## src/common/scr_pkg.sv

```systemverilog
package scr_pkg;

    // Register offsets on the internal register port
    localparam logic [7:0] SCR_MODE_ADDR = 8'h14;
    localparam logic [7:0] SCR_CFG_ADDR = 8'h15;
    localparam logic [7:0] SCR_KEEP_ADDR = 8'h18;

    // Configuration register values after reset, by strap level
    localparam logic [7:0] SCR_CFG_RST_GND = 8'h00;
    localparam logic [7:0] SCR_CFG_RST_VDD = 8'h03;
    localparam logic [2:0] SCR_KEEP_RST = 3'h0;

    // Operating mode codes
    localparam logic [1:0] SCR_MODE_STANDBY = 2'h0;
    localparam logic [1:0] SCR_MODE_WAKE = 2'h1;
    localparam logic [1:0] SCR_MODE_SLEEP = 2'h2;
    localparam logic [1:0] SCR_MODE_EXTERNAL_TRIGGER_MODE = 2'h3;

    // Timing
    localparam int unsigned SCR_CLK_MHZ = 100;
    localparam int unsigned SCR_START_DLY_MIN_US = 300;
    localparam int unsigned SCR_START_DLY_MAX_US = 500;
    localparam int unsigned SCR_START_DLY_CYC = SCR_START_DLY_MIN_US * SCR_CLK_MHZ;
    localparam int unsigned SCR_BOOT_TIME_US = 1000;
    localparam int unsigned SCR_BOOT_CYC = SCR_BOOT_TIME_US * SCR_CLK_MHZ;
    localparam int unsigned SCR_RST_PULSE_CYC = 4;
    localparam int unsigned SCR_INIT_CYC = 4;
    localparam int unsigned SCR_IRQ_PULSE_CYC = 8;
    localparam int unsigned SCR_CNT_W = 17;
    localparam int unsigned SCR_IRQ_W = 4;

    typedef struct packed {
        logic trig;
        logic [1:0] selftest_axis_select;
        logic selftest_polarity;
        logic spi_mode;
        logic [1:0] full_scale_range;
        logic active;
    } scr_cfg_t;

    typedef struct packed {
        logic boot_disable;
        logic irq_driver_type;
        logic irq_polarity;
    } scr_keep_t;

    typedef struct packed {
        logic wr;
        logic rd;
        logic [7:0] addr;
        logic [7:0] wdata;
    } scr_req_t;

    typedef enum logic [2:0] {
        SCR_INIT,
        SCR_IDLE,
        SCR_WAIT_END,
        SCR_DELAY,
        SCR_RESET,
        SCR_BOOT
    } scr_state_t;

endpackage

```

## src/logic/scr_sync3.sv

```systemverilog
`timescale 1ns/1ps
`default_nettype none
module scr_sync3 #(
    parameter logic RST_VAL = 1'b0
) (
    input wire logic ref_clk_i,  // Clock
    input wire logic nrst_i,     // Async reset, active low
    input wire logic d_i,        // Asynchronous input
    output logic q_o             // Filtered level
);
    logic s1_q;
    logic s2_q;
    logic s3_q;

    always_ff @(posedge ref_clk_i or negedge nrst_i) begin
        if (!nrst_i) begin
            s1_q <= RST_VAL;
            s2_q <= RST_VAL;
            s3_q <= RST_VAL;
            q_o <= RST_VAL;
        end else begin
            s1_q <= d_i;
            s2_q <= s1_q;
            s3_q <= s2_q;
            if (s2_q == s3_q) begin
                q_o <= s3_q;
            end
        end
    end
endmodule
`default_nettype wire

```

## src/logic/scr_soft_reset.sv

```systemverilog
// Behaviour
// - Config register at 15h: trigger, self-test axis, polarity, SPI mode, range, active.
// - Config resets to 00h with strap grounded, 03h with strap at supply.
// - Writing one to the trigger bit requests soft reset; zero means none pending.
// - Soft reset request accepted in every operating mode.
// - Soft reset reloads defaults but keeps irq polarity, driver type, boot disable unless hibernate is enabled.
// - Soft reset also reinitialises the serial interface logic.
// - Reset waits for I2C stop or SPI chip-select release.
// - Trigger bit always reads back as zero.
// - Reset begins 300 to 500 us after the trigger is written; here START_DLY_CYC (300 us) after the I2C stop or chip-select release.
// - Boot completion is signalled as a pulse on the interrupt output.
// - After reset, standby with strap grounded; wake with strap high and motion detect.
`timescale 1ns/1ps
`default_nettype none
module scr_soft_reset
    import scr_pkg::*;
#(
    parameter int unsigned START_DLY_CYC = SCR_START_DLY_CYC,
    parameter int unsigned BOOT_CYC = SCR_BOOT_CYC
) (
    input wire logic ref_clk_i,                 // 100 MHz clock
    input wire logic nrst_i,                    // Power-on reset, active low
    input wire logic boot_mode_strap_i,         // Strap pin, 1 = supply
    input wire logic motion_detect_select_i,    // Motion detect selected
    input wire logic hibernate_i,               // Hibernate enabled
    input wire scr_req_t bus_req_i,             // Register access from serial logic
    input wire logic i2c_stop_i,                // I2C stop seen, one-cycle pulse
    input wire logic spi_cs_n_i,                // SPI chip select pin, active low
    output logic bus_ready_o,                   // Register port accepts access
    output logic [7:0] reg_rdata_o,             // Read data
    output scr_cfg_t cfg_o,                     // Config fields
    output scr_keep_t keep_o,                   // Bits kept over soft reset
    output logic [1:0] operating_mode_status_o, // Current mode
    output logic func_rst_o,                    // Functional block reset
    output logic serial_rst_o,                  // Serial interface reset
    output logic reset_pending_o,               // Soft reset requested
    output logic interrupt_output_o,            // Interrupt pin level
    output logic interrupt_output_oe_o          // Interrupt pin drive enable
);
    scr_state_t state_q;
    scr_state_t state_d;
    logic [SCR_CNT_W-1:0] cnt_q;
    logic [SCR_CNT_W-1:0] cnt_d;
    logic [SCR_IRQ_W-1:0] irq_cnt_q;
    logic [SCR_IRQ_W-1:0] irq_cnt_d;
    scr_cfg_t cfg_q;
    scr_cfg_t cfg_d;
    scr_keep_t keep_q;
    scr_keep_t keep_d;
    logic [1:0] mode_q;
    logic [1:0] mode_d;
    logic [7:0] rdata_d;
    logic int_lvl_d;
    logic strap_s;
    logic cs_n_s;
    logic cs_n_prev_q;

    function automatic logic [SCR_CNT_W-1:0] cyc_load(input int unsigned n);
        cyc_load = (n > 0) ? SCR_CNT_W'(n - 1) : '0;
    endfunction

    function automatic logic [SCR_CNT_W-1:0] cnt_dec(input logic [SCR_CNT_W-1:0] c);
        cnt_dec = (c != '0) ? c - SCR_CNT_W'(1) : '0;
    endfunction

    scr_sync3 #(
        .RST_VAL(1'b0)
    ) u_strap_sync (
        .ref_clk_i(ref_clk_i),
        .nrst_i(nrst_i),
        .d_i(boot_mode_strap_i),
        .q_o(strap_s)
    );

    scr_sync3 #(
        .RST_VAL(1'b1)
    ) u_cs_sync (
        .ref_clk_i(ref_clk_i),
        .nrst_i(nrst_i),
        .d_i(spi_cs_n_i),
        .q_o(cs_n_s)
    );

    // Access is refused from the start of the reset until boot has finished
    wire busy = (state_q == SCR_INIT) || (state_q == SCR_RESET) || (state_q == SCR_BOOT);
    wire acc_ok = !busy;
    wire cnt_zero = (cnt_q == '0);
    wire cfg_hit = (bus_req_i.addr == SCR_CFG_ADDR);
    wire keep_hit = (bus_req_i.addr == SCR_KEEP_ADDR);
    wire mode_hit = (bus_req_i.addr == SCR_MODE_ADDR);
    wire cfg_wr = bus_req_i.wr && acc_ok && cfg_hit;
    wire keep_wr = bus_req_i.wr && acc_ok && keep_hit;
    wire rd_ok = bus_req_i.rd && acc_ok;
    wire scr_cfg_t wcfg = scr_cfg_t'(bus_req_i.wdata);
    // No mode term: the request is taken in standby, wake, sleep and trigger mode
    wire trig_req = cfg_wr && wcfg.trig && (state_q == SCR_IDLE);
    wire cs_rise = cs_n_s && !cs_n_prev_q;
    wire txn_end = i2c_stop_i || cs_rise;
    wire load_dflt = (state_q == SCR_RESET) && cnt_zero;
    wire boot_end = (state_q == SCR_BOOT) && cnt_zero;
    wire scr_cfg_t cfg_dflt = scr_cfg_t'(strap_s ? SCR_CFG_RST_VDD : SCR_CFG_RST_GND);
    wire [1:0] mode_dflt = (strap_s && motion_detect_select_i) ? SCR_MODE_WAKE : SCR_MODE_STANDBY;
    wire irq_act = (irq_cnt_d != '0);

    always_comb begin
        state_d = state_q;
        cnt_d = cnt_dec(cnt_q);
        case (state_q)
            SCR_INIT: begin
                if (cnt_zero) begin
                    state_d = SCR_RESET;
                    cnt_d = cyc_load(SCR_RST_PULSE_CYC);
                end
            end
            SCR_IDLE: begin
                if (trig_req) begin
                    state_d = SCR_WAIT_END;
                end
            end
            SCR_WAIT_END: begin
                if (txn_end) begin
                    state_d = SCR_DELAY;
                    cnt_d = cyc_load(START_DLY_CYC);
                end
            end
            SCR_DELAY: begin
                if (cnt_zero) begin
                    state_d = SCR_RESET;
                    cnt_d = cyc_load(SCR_RST_PULSE_CYC);
                end
            end
            SCR_RESET: begin
                if (cnt_zero) begin
                    state_d = SCR_BOOT;
                    cnt_d = cyc_load(BOOT_CYC);
                end
            end
            SCR_BOOT: begin
                if (cnt_zero) begin
                    state_d = SCR_IDLE;
                end
            end
            default: begin
                state_d = SCR_INIT;
                cnt_d = cyc_load(SCR_INIT_CYC);
            end
        endcase
    end

    always_comb begin
        cfg_d = cfg_q;
        keep_d = keep_q;
        mode_d = mode_q;
        if (load_dflt) begin
            cfg_d = cfg_dflt;
            mode_d = mode_dflt;
            if (hibernate_i) begin
                keep_d = scr_keep_t'(SCR_KEEP_RST);
            end
        end else begin
            if (cfg_wr) begin
                cfg_d = wcfg;
                cfg_d.trig = 1'b0;
                if (wcfg.active && (mode_q == SCR_MODE_STANDBY)) begin
                    mode_d = SCR_MODE_WAKE;
                end else if (!wcfg.active) begin
                    mode_d = SCR_MODE_STANDBY;
                end
            end
            if (keep_wr) begin
                keep_d = scr_keep_t'(bus_req_i.wdata[2:0]);
            end
        end
    end

    always_comb begin
        rdata_d = reg_rdata_o;
        if (rd_ok) begin
            if (cfg_hit) begin
                rdata_d = {1'b0, cfg_q[6:0]};
            end else if (keep_hit) begin
                rdata_d = {5'h00, keep_q};
            end else if (mode_hit) begin
                rdata_d = {6'h00, mode_q};
            end else begin
                rdata_d = 8'h00;
            end
        end
    end

    always_comb begin
        irq_cnt_d = (irq_cnt_q != '0) ? irq_cnt_q - SCR_IRQ_W'(1) : '0;
        if (boot_end) begin
            irq_cnt_d = SCR_IRQ_W'(SCR_IRQ_PULSE_CYC);
        end
    end

    // Active level follows the kept polarity; open drain only pulls low
    assign int_lvl_d = irq_act ? keep_d.irq_polarity : !keep_d.irq_polarity;
    assign bus_ready_o = acc_ok;

    always_ff @(posedge ref_clk_i or negedge nrst_i) begin
        if (!nrst_i) begin
            state_q <= SCR_INIT;
            cnt_q <= SCR_CNT_W'(SCR_INIT_CYC - 1);
        end else begin
            state_q <= state_d;
            cnt_q <= cnt_d;
        end
    end

    always_ff @(posedge ref_clk_i or negedge nrst_i) begin
        if (!nrst_i) begin
            cfg_q <= scr_cfg_t'(SCR_CFG_RST_GND);
            keep_q <= scr_keep_t'(SCR_KEEP_RST);
            mode_q <= SCR_MODE_STANDBY;
            reg_rdata_o <= 8'h00;
            cs_n_prev_q <= 1'b1;
        end else begin
            cfg_q <= cfg_d;
            keep_q <= keep_d;
            mode_q <= mode_d;
            reg_rdata_o <= rdata_d;
            cs_n_prev_q <= cs_n_s;
        end
    end

    always_ff @(posedge ref_clk_i or negedge nrst_i) begin
        if (!nrst_i) begin
            func_rst_o <= 1'b1;
            serial_rst_o <= 1'b1;
            reset_pending_o <= 1'b0;
        end else begin
            func_rst_o <= (state_d == SCR_RESET) || (state_d == SCR_INIT);
            serial_rst_o <= (state_d == SCR_RESET) || (state_d == SCR_INIT);
            reset_pending_o <= (state_d == SCR_WAIT_END) || (state_d == SCR_DELAY);
        end
    end

    always_ff @(posedge ref_clk_i or negedge nrst_i) begin
        if (!nrst_i) begin
            irq_cnt_q <= '0;
            interrupt_output_o <= 1'b1;
            interrupt_output_oe_o <= 1'b1;
        end else begin
            irq_cnt_q <= irq_cnt_d;
            interrupt_output_o <= int_lvl_d;
            interrupt_output_oe_o <= !keep_d.irq_driver_type || !int_lvl_d;
        end
    end

    assign cfg_o = cfg_q;
    assign keep_o = keep_q;
    assign operating_mode_status_o = mode_q;

endmodule
`default_nettype wire

```

## config.mk

```make
export PLATFORM = sky130hd
export DESIGN_NAME = scr_soft_reset
export DESIGN_NICKNAME = d
export VERILOG_FILES = /design/src/common/scr_pkg.sv /design/src/logic/scr_sync3.sv /design/src/logic/scr_soft_reset.sv
export SDC_FILE = /design/constraint.sdc
export NUM_CORES = 1
export LEC_CHECK = 0
export BUFFER_PORTS_ARGS = -buffer_cell sky130_fd_sc_hd__buf_2
export CORE_ASPECT_RATIO = 0.6
export CORE_MARGIN = 1.5
export CORE_UTILIZATION = 55
export CTS_CLUSTER_DIAMETER = 200
export DETAILED_ROUTE_END_ITERATION = 8
export PLACE_DENSITY_LB_ADDON = 0.2
export SYNTH_ARGS = -nofsm -noshare
export SYNTH_HDL_FRONTEND = slang
export SYNTH_SLANG_ARGS = --single-unit
```

## constraint.sdc

```tcl
create_clock -name ref_clk_i -period 3.5 [get_ports ref_clk_i]
set_input_delay 0.35 -clock ref_clk_i [delete_from_list [all_inputs] [get_ports ref_clk_i]]
set_output_delay 0.35 -clock ref_clk_i [all_outputs]
set_load 0.01 [all_outputs]
```

Word-level counts from Yosys, hierarchy flattened
Index checks and enable logic that the tools add are counted.

cells by class
  add/sub/neg operators = 2
  eq/ne operators = 15
  multiplexer cells = 28
  reduce and logical (&&, ||, !) cells = 35

operator list
  kind                                                count
  two-way mux 17 bit                                  4
  case mux 17 bit (4 select lines)                    1
  two-way mux 3 bit                                   9
  == test 8 x 5 -> 1 bit, second input constant       3
  zero test 17 bit                                    1
  nonzero test 17 bit                                 1
  subtractor 17 x 1 -> 17 bit, second input constant  1
  two-way mux 8 bit                                   2
  case mux 3 bit (5 select lines)                     1
  == test 3 x 2 -> 1 bit, second input constant       4
  two-way mux 2 bit                                   6
  logical AND 1 bit                                   11
  == test 3 bit, second input constant                3
  two-way mux 4 bit                                   2
  nonzero test 4 bit                                  2
  two-way mux 7 bit                                   1
  zero test 3 bit                                     2
  logical OR 1 bit                                    6
  zero test 1 bit                                     5
  AND reduction 2 bit                                 2
  nonzero test 2 bit                                  2
  OR reduction 2 bit                                  2
  subtractor 4 x 1 -> 4 bit, second input constant    1
  == test 3 x 1 -> 1 bit, second input constant       1
  other kinds (5)                                     7

word-level totals
  bits in registers = 58
  input bits = 25
  output and inout port bits = 27
  logic and storage cells = 107

Longest topological paths before layout
  depth after elaboration = 12
  mapped depth = 8
  depth with buffers taken out = 7

By module
A second synthesis with hierarchy kept.

unflattened totals
  cell total of the unflattened synthesis = 259
  area total of the unflattened synthesis = 2,652.5 µm²

modules (own cells, without submodules)
  module                    times used  cells an instance  area each (µm²)
  scr_soft_reset            1           249                2,424.8
  scr_sync3 (u_cs_sync)     1           5                  116.4
  scr_sync3 (u_strap_sync)  1           5                  111.4

Least setup slack after synthesis
Ideal clock, no wire load.

  path type = flip-flop to flip-flop
  start point = register cnt_q[0]
  end point = register interrupt_output_o
  library setup time = 0.078 ns
  arrival time = 2.421 ns
  data required time = 3.422 ns
  path slack = 1.002 ns
  cell stages (with the launch flop) = 9
  clock period less this slack = 2.498 ns
  path through = dfstp_2 -> inv_1 -> ha_1 -> or4b_1 -> or4_1 -> clkbuf_2 -> o211a_1 -> a211o_1 -> and2_1

on the way
  word-level cells in the longest chain between the ends = 5
  elaborated cells on any way between the ends = 8

ends and longest elaborated chain
  item                                                    RTL line                                      RTL
  from (decl)                                             scr_soft_reset.sv:42                          logic [SCR_CNT_W-1:0] cnt_q;
  from (signal assigned)                                  scr_soft_reset.sv:205                         cnt_q <= SCR_CNT_W'(SCR_INIT_CYC - 1);
  from (signal assigned)                                  scr_soft_reset.sv:208                         cnt_q <= cnt_d;
  zero test 17 bit *                                      scr_soft_reset.sv:87                          wire cnt_zero = (cnt_q == '0);
  logical AND 1 bit, on equally long branches             scr_soft_reset.sv:100, scr_soft_reset.sv:99
  two-way mux 4 bit or two-way mux 3 bit (tied branches)  scr_soft_reset.sv:193, scr_soft_reset.sv:154
  nonzero test 4 bit or zero test 1 bit (tied branches)   scr_soft_reset.sv:103, scr_soft_reset.sv:199
  two-way mux 1 bit *                                     scr_soft_reset.sv:199                         assign int_lvl_d = irq_act ? keep_d.irq_polarity : !keep_d.irq_polarity;
  via int_lvl_d                                           scr_soft_reset.sv:53                          logic int_lvl_d;
  to (signal assigned)                                    scr_soft_reset.sv:247                         interrupt_output_o <= int_lvl_d;
  to (decl)                                               scr_soft_reset.sv:37                          output logic interrupt_output_o,

The timed path passes the listed nets; every way through them passes the cells marked *.
A chain may end at the register's enable or synchronous reset.

Final worst setup path
Ends and elaborated chain as after synthesis.

==> metrics.txt <==
crit start category register; I/O Pins 52; Worst EP arrival 3050 ps; Cell Area, Synth 0.00265 mm2; Worst R2R Setup Slack 690 ps; Pre-antenna DRT Iters 4; NetSw 0.000389 W; DRC viols 0; fillers 406; 1st-iter DRT viols 160; Int Pwr 0.00103 W; Die Wd 92.6 um; leak pwr 1.36 nW; crit path kind register to register; DIE AREA 0.00525 mm2; post-synthesis register bit count 55; largest net degree at the start of global routing 39; TritonCTS clock tree done; register area 0.00139 mm2; post-synth cell types 47; power share of the clock group 29.1%; dpl cells 370; Worst path top cell family by delay simple AND/OR/NAND/NOR gates; Area contributors post-synth dfrtp_1, dfstp_2, o21ai_0; average size of a mapped cell 9.91 um2; Synth top area share 42.6%; status completed; maximum clock insertion buffer count 2; CTS Buf Count 5; Cell Chain, Critical Path inv_1, ha_1, or4b_1, or4_1, o211a_1, a211o_1, and2_1; area of the multi-input gates 0.00117 mm2; Synth Area in Simple Gates 20.9%; Setup violations, final 0; Max Clock Freq 356 MHz; FF-to-FF path depth 7; antenna fix cells 0; via/cell ratio 5.56; cell taking the most area after synthesis dfrtp_1; combinational share of power 15.9%; Post-Syn Instances 267; Core Region 0.00459 mm2; Slew Limit Fails 0; vias in the first global route 2008; most used flip-flop cell after synthesis dfrtp_1; skew final 7.56 ps; share of layout cells above drive strength 1 24.1%; CTS Hold Bufs 0; Slew headroom 44.9%; Worst path slowest cell or4_1; Cell Pwr Density 465 mW/mm2; max-cap violations 0; Crit. End Element register; Total Wirelength 5.84 mm; Worst Path Max Fanout 8; sequential area share after synthesis 52.5%; fin crit period 2810 ps; r2r endpoint interrupt_output_o; Resized Gates After CTS 0; Clk pin slew, worst setup/hold paths 90 ps; final RePlAce weighted congestion 0.848; Setup TNS Final 0 ps; register share of total power 55.0%; clock sink total 55; initial antenna violation count 0; Initial Utilization 57.7%; first-pass GRT wire length 9.76 mm; Clock Tree Root clkbuf_8; Post-synth ARST share 100%; PortBufs 48; multiplexer share of the synthesized area 3.40%; fin crit share 80.2%; die outline height 56.7 um; largest family of logic cells by synthesized area simple AND/OR/NAND/NOR gates; Hold Crit Class primary input to asynchronous set/reset pin; Ys Warns 0; Worst VDD drop 0.295 mV; GRT Overall Usage 24.7%; Switching Share 27.5%; Req. time, crit path 3750 ps; detailed-route via count 2101; mean routed wirelength per cell 15.5 um; Compound-Gate Fraction of Synth Area 13.1%; final std cells w/o fill 378; RSZ-0062 raised after global routing no; worst skew pair latency 310 ps; Worst Path Buf+Inv 1; XOR/XNOR Fraction of Synth Area 4.63%; final number of hold-violating endpoints 0; Worst path max stage delay 680 ps; GRT overflow 0; row cnt 19; Final HPWL DP 4.33 mm; CTS HTree Levels 2; Final ANT Viol Nets 0; Worst-Margin Slew 826 ps; # Post-CTS Setup Buffers 0; Nets 341; Synth Area in Adders 1.70%; Post-synth EDFFs 0; worst r2r src cnt_q[0]; P&R area growth vs syn 15.1%
## flip-flops by register name, summed over array words and instances (netlist names), 3 cells and up
signal       count
cfg_o            7
cnt_q           17
irq_cnt_q        4
keep_o           3
reg_rdata_o      7
state_q          3
## layer usage
metal	up-vias	global-route usage, %	share of wire [%]
met2	60	33.8	42
met5	-	0	0
met1	1015	38.5	53
met4	0	7.47	0.89
met3	6	5.83	4.7
li1	1020	-	-
## cell type report
type | count | area share, %
clock inverter | 3 | 1.44
tap | 63 | 2.59
clock buffer | 5 | 2.26
timing repair buffer | 52 | 8.87
sequential | 55 | 45.6
multi-input combinational | 193 | 38.4
inverter | 7 | 0.863
## power groups by stage
| stage | clock network [W] | registers [W] | logic [W] |
|---|---|---|---|
| 2_1_floorplan | 0 | 0.000771 | 0.000155 |
| 3_3_place_gp | 0 | 0.000781 | 0.000218 |
| 3_5_place_dp | 0 | 0.000788 | 0.000221 |
| 4_1_cts | 0.000428 | 0.000777 | 0.000226 |
| 5_1_grt | 0.000455 | 0.000790 | 0.000258 |
| 6_report | 0.000412 | 0.000778 | 0.000226 |
## cell usage after synthesis (all sizes together), types with 4 or more instances
cell / instances
xor2: 6
mux2i: 9
buf: 5
xnor2: 8
nor4: 6
o21ai: 22
a21oi: 14
nand3: 7
nand2: 27
nor2b: 5
inv: 7
dfstp: 10
or4: 5
nor3: 7
clkbuf: 9
dfrtp: 45
nor2: 27
and2: 4
## worst max-delay path by stage
stage	startpoint	to	slack (ps)	depth (start not counted)
6_report	cnt_q[0]	interrupt_output_o	690	7
4_1_cts	cnt_q[0]	interrupt_output_o	720	7
5_1_grt	cnt_q[0]	cnt_q[4]	610	8
2_1_floorplan	cnt_q[0]	interrupt_output_o	1000	8
3_3_place_gp	cnt_q[0]	interrupt_output_o	860	7
3_5_place_dp	cnt_q[0]	interrupt_output_o	760	7
## placed cells by master, fill, tap and decap left out, types with 3 or more instances in the layout
cell type,instances
nor3b_1,3
a21oi_1,14
nor3_1,6
o21ai_0,22
or4_1,3
nand2_1,27
dfstp_2,10
xnor2_1,8
o211ai_1,3
nor2_1,27
nor4_1,6
o31ai_1,3
mux2i_1,9
clkbuf_8,5
nand3_1,7
dfrtp_1,45
nor2b_1,5
and3_1,3
buf_4,4
inv_1,7
conb_1,3
and2_1,4
a22oi_1,3
buf_2,48
xor2_1,6
## metrics by stage
step	worst slack, ps	total power [W]	hold WS, ps	instance area [um2]	util, %
after floorplan	1000	0.000926	54.4	2650	-
after global placement	862	0.000999	345	2930	63.9
after detailed placement	761	0.00101	341	2930	63.9
after CTS	722	0.00143	126	3050	66.4
after global routing	606	0.00150	114	3050	66.4
final	693	0.00142	132	3050	66.4
## cell families (layout without fill, tap and decap cells)
group	Yosys count	count (layout)
compound gates	57	57
xor+xnor	14	14
fa+ha+maj	4	4
buf+inv	21	67
flops	55	55
mux	9	9
other cells	1	3
simple gates	106	106
Note: power is estimated with default switching activity, not from simulation.
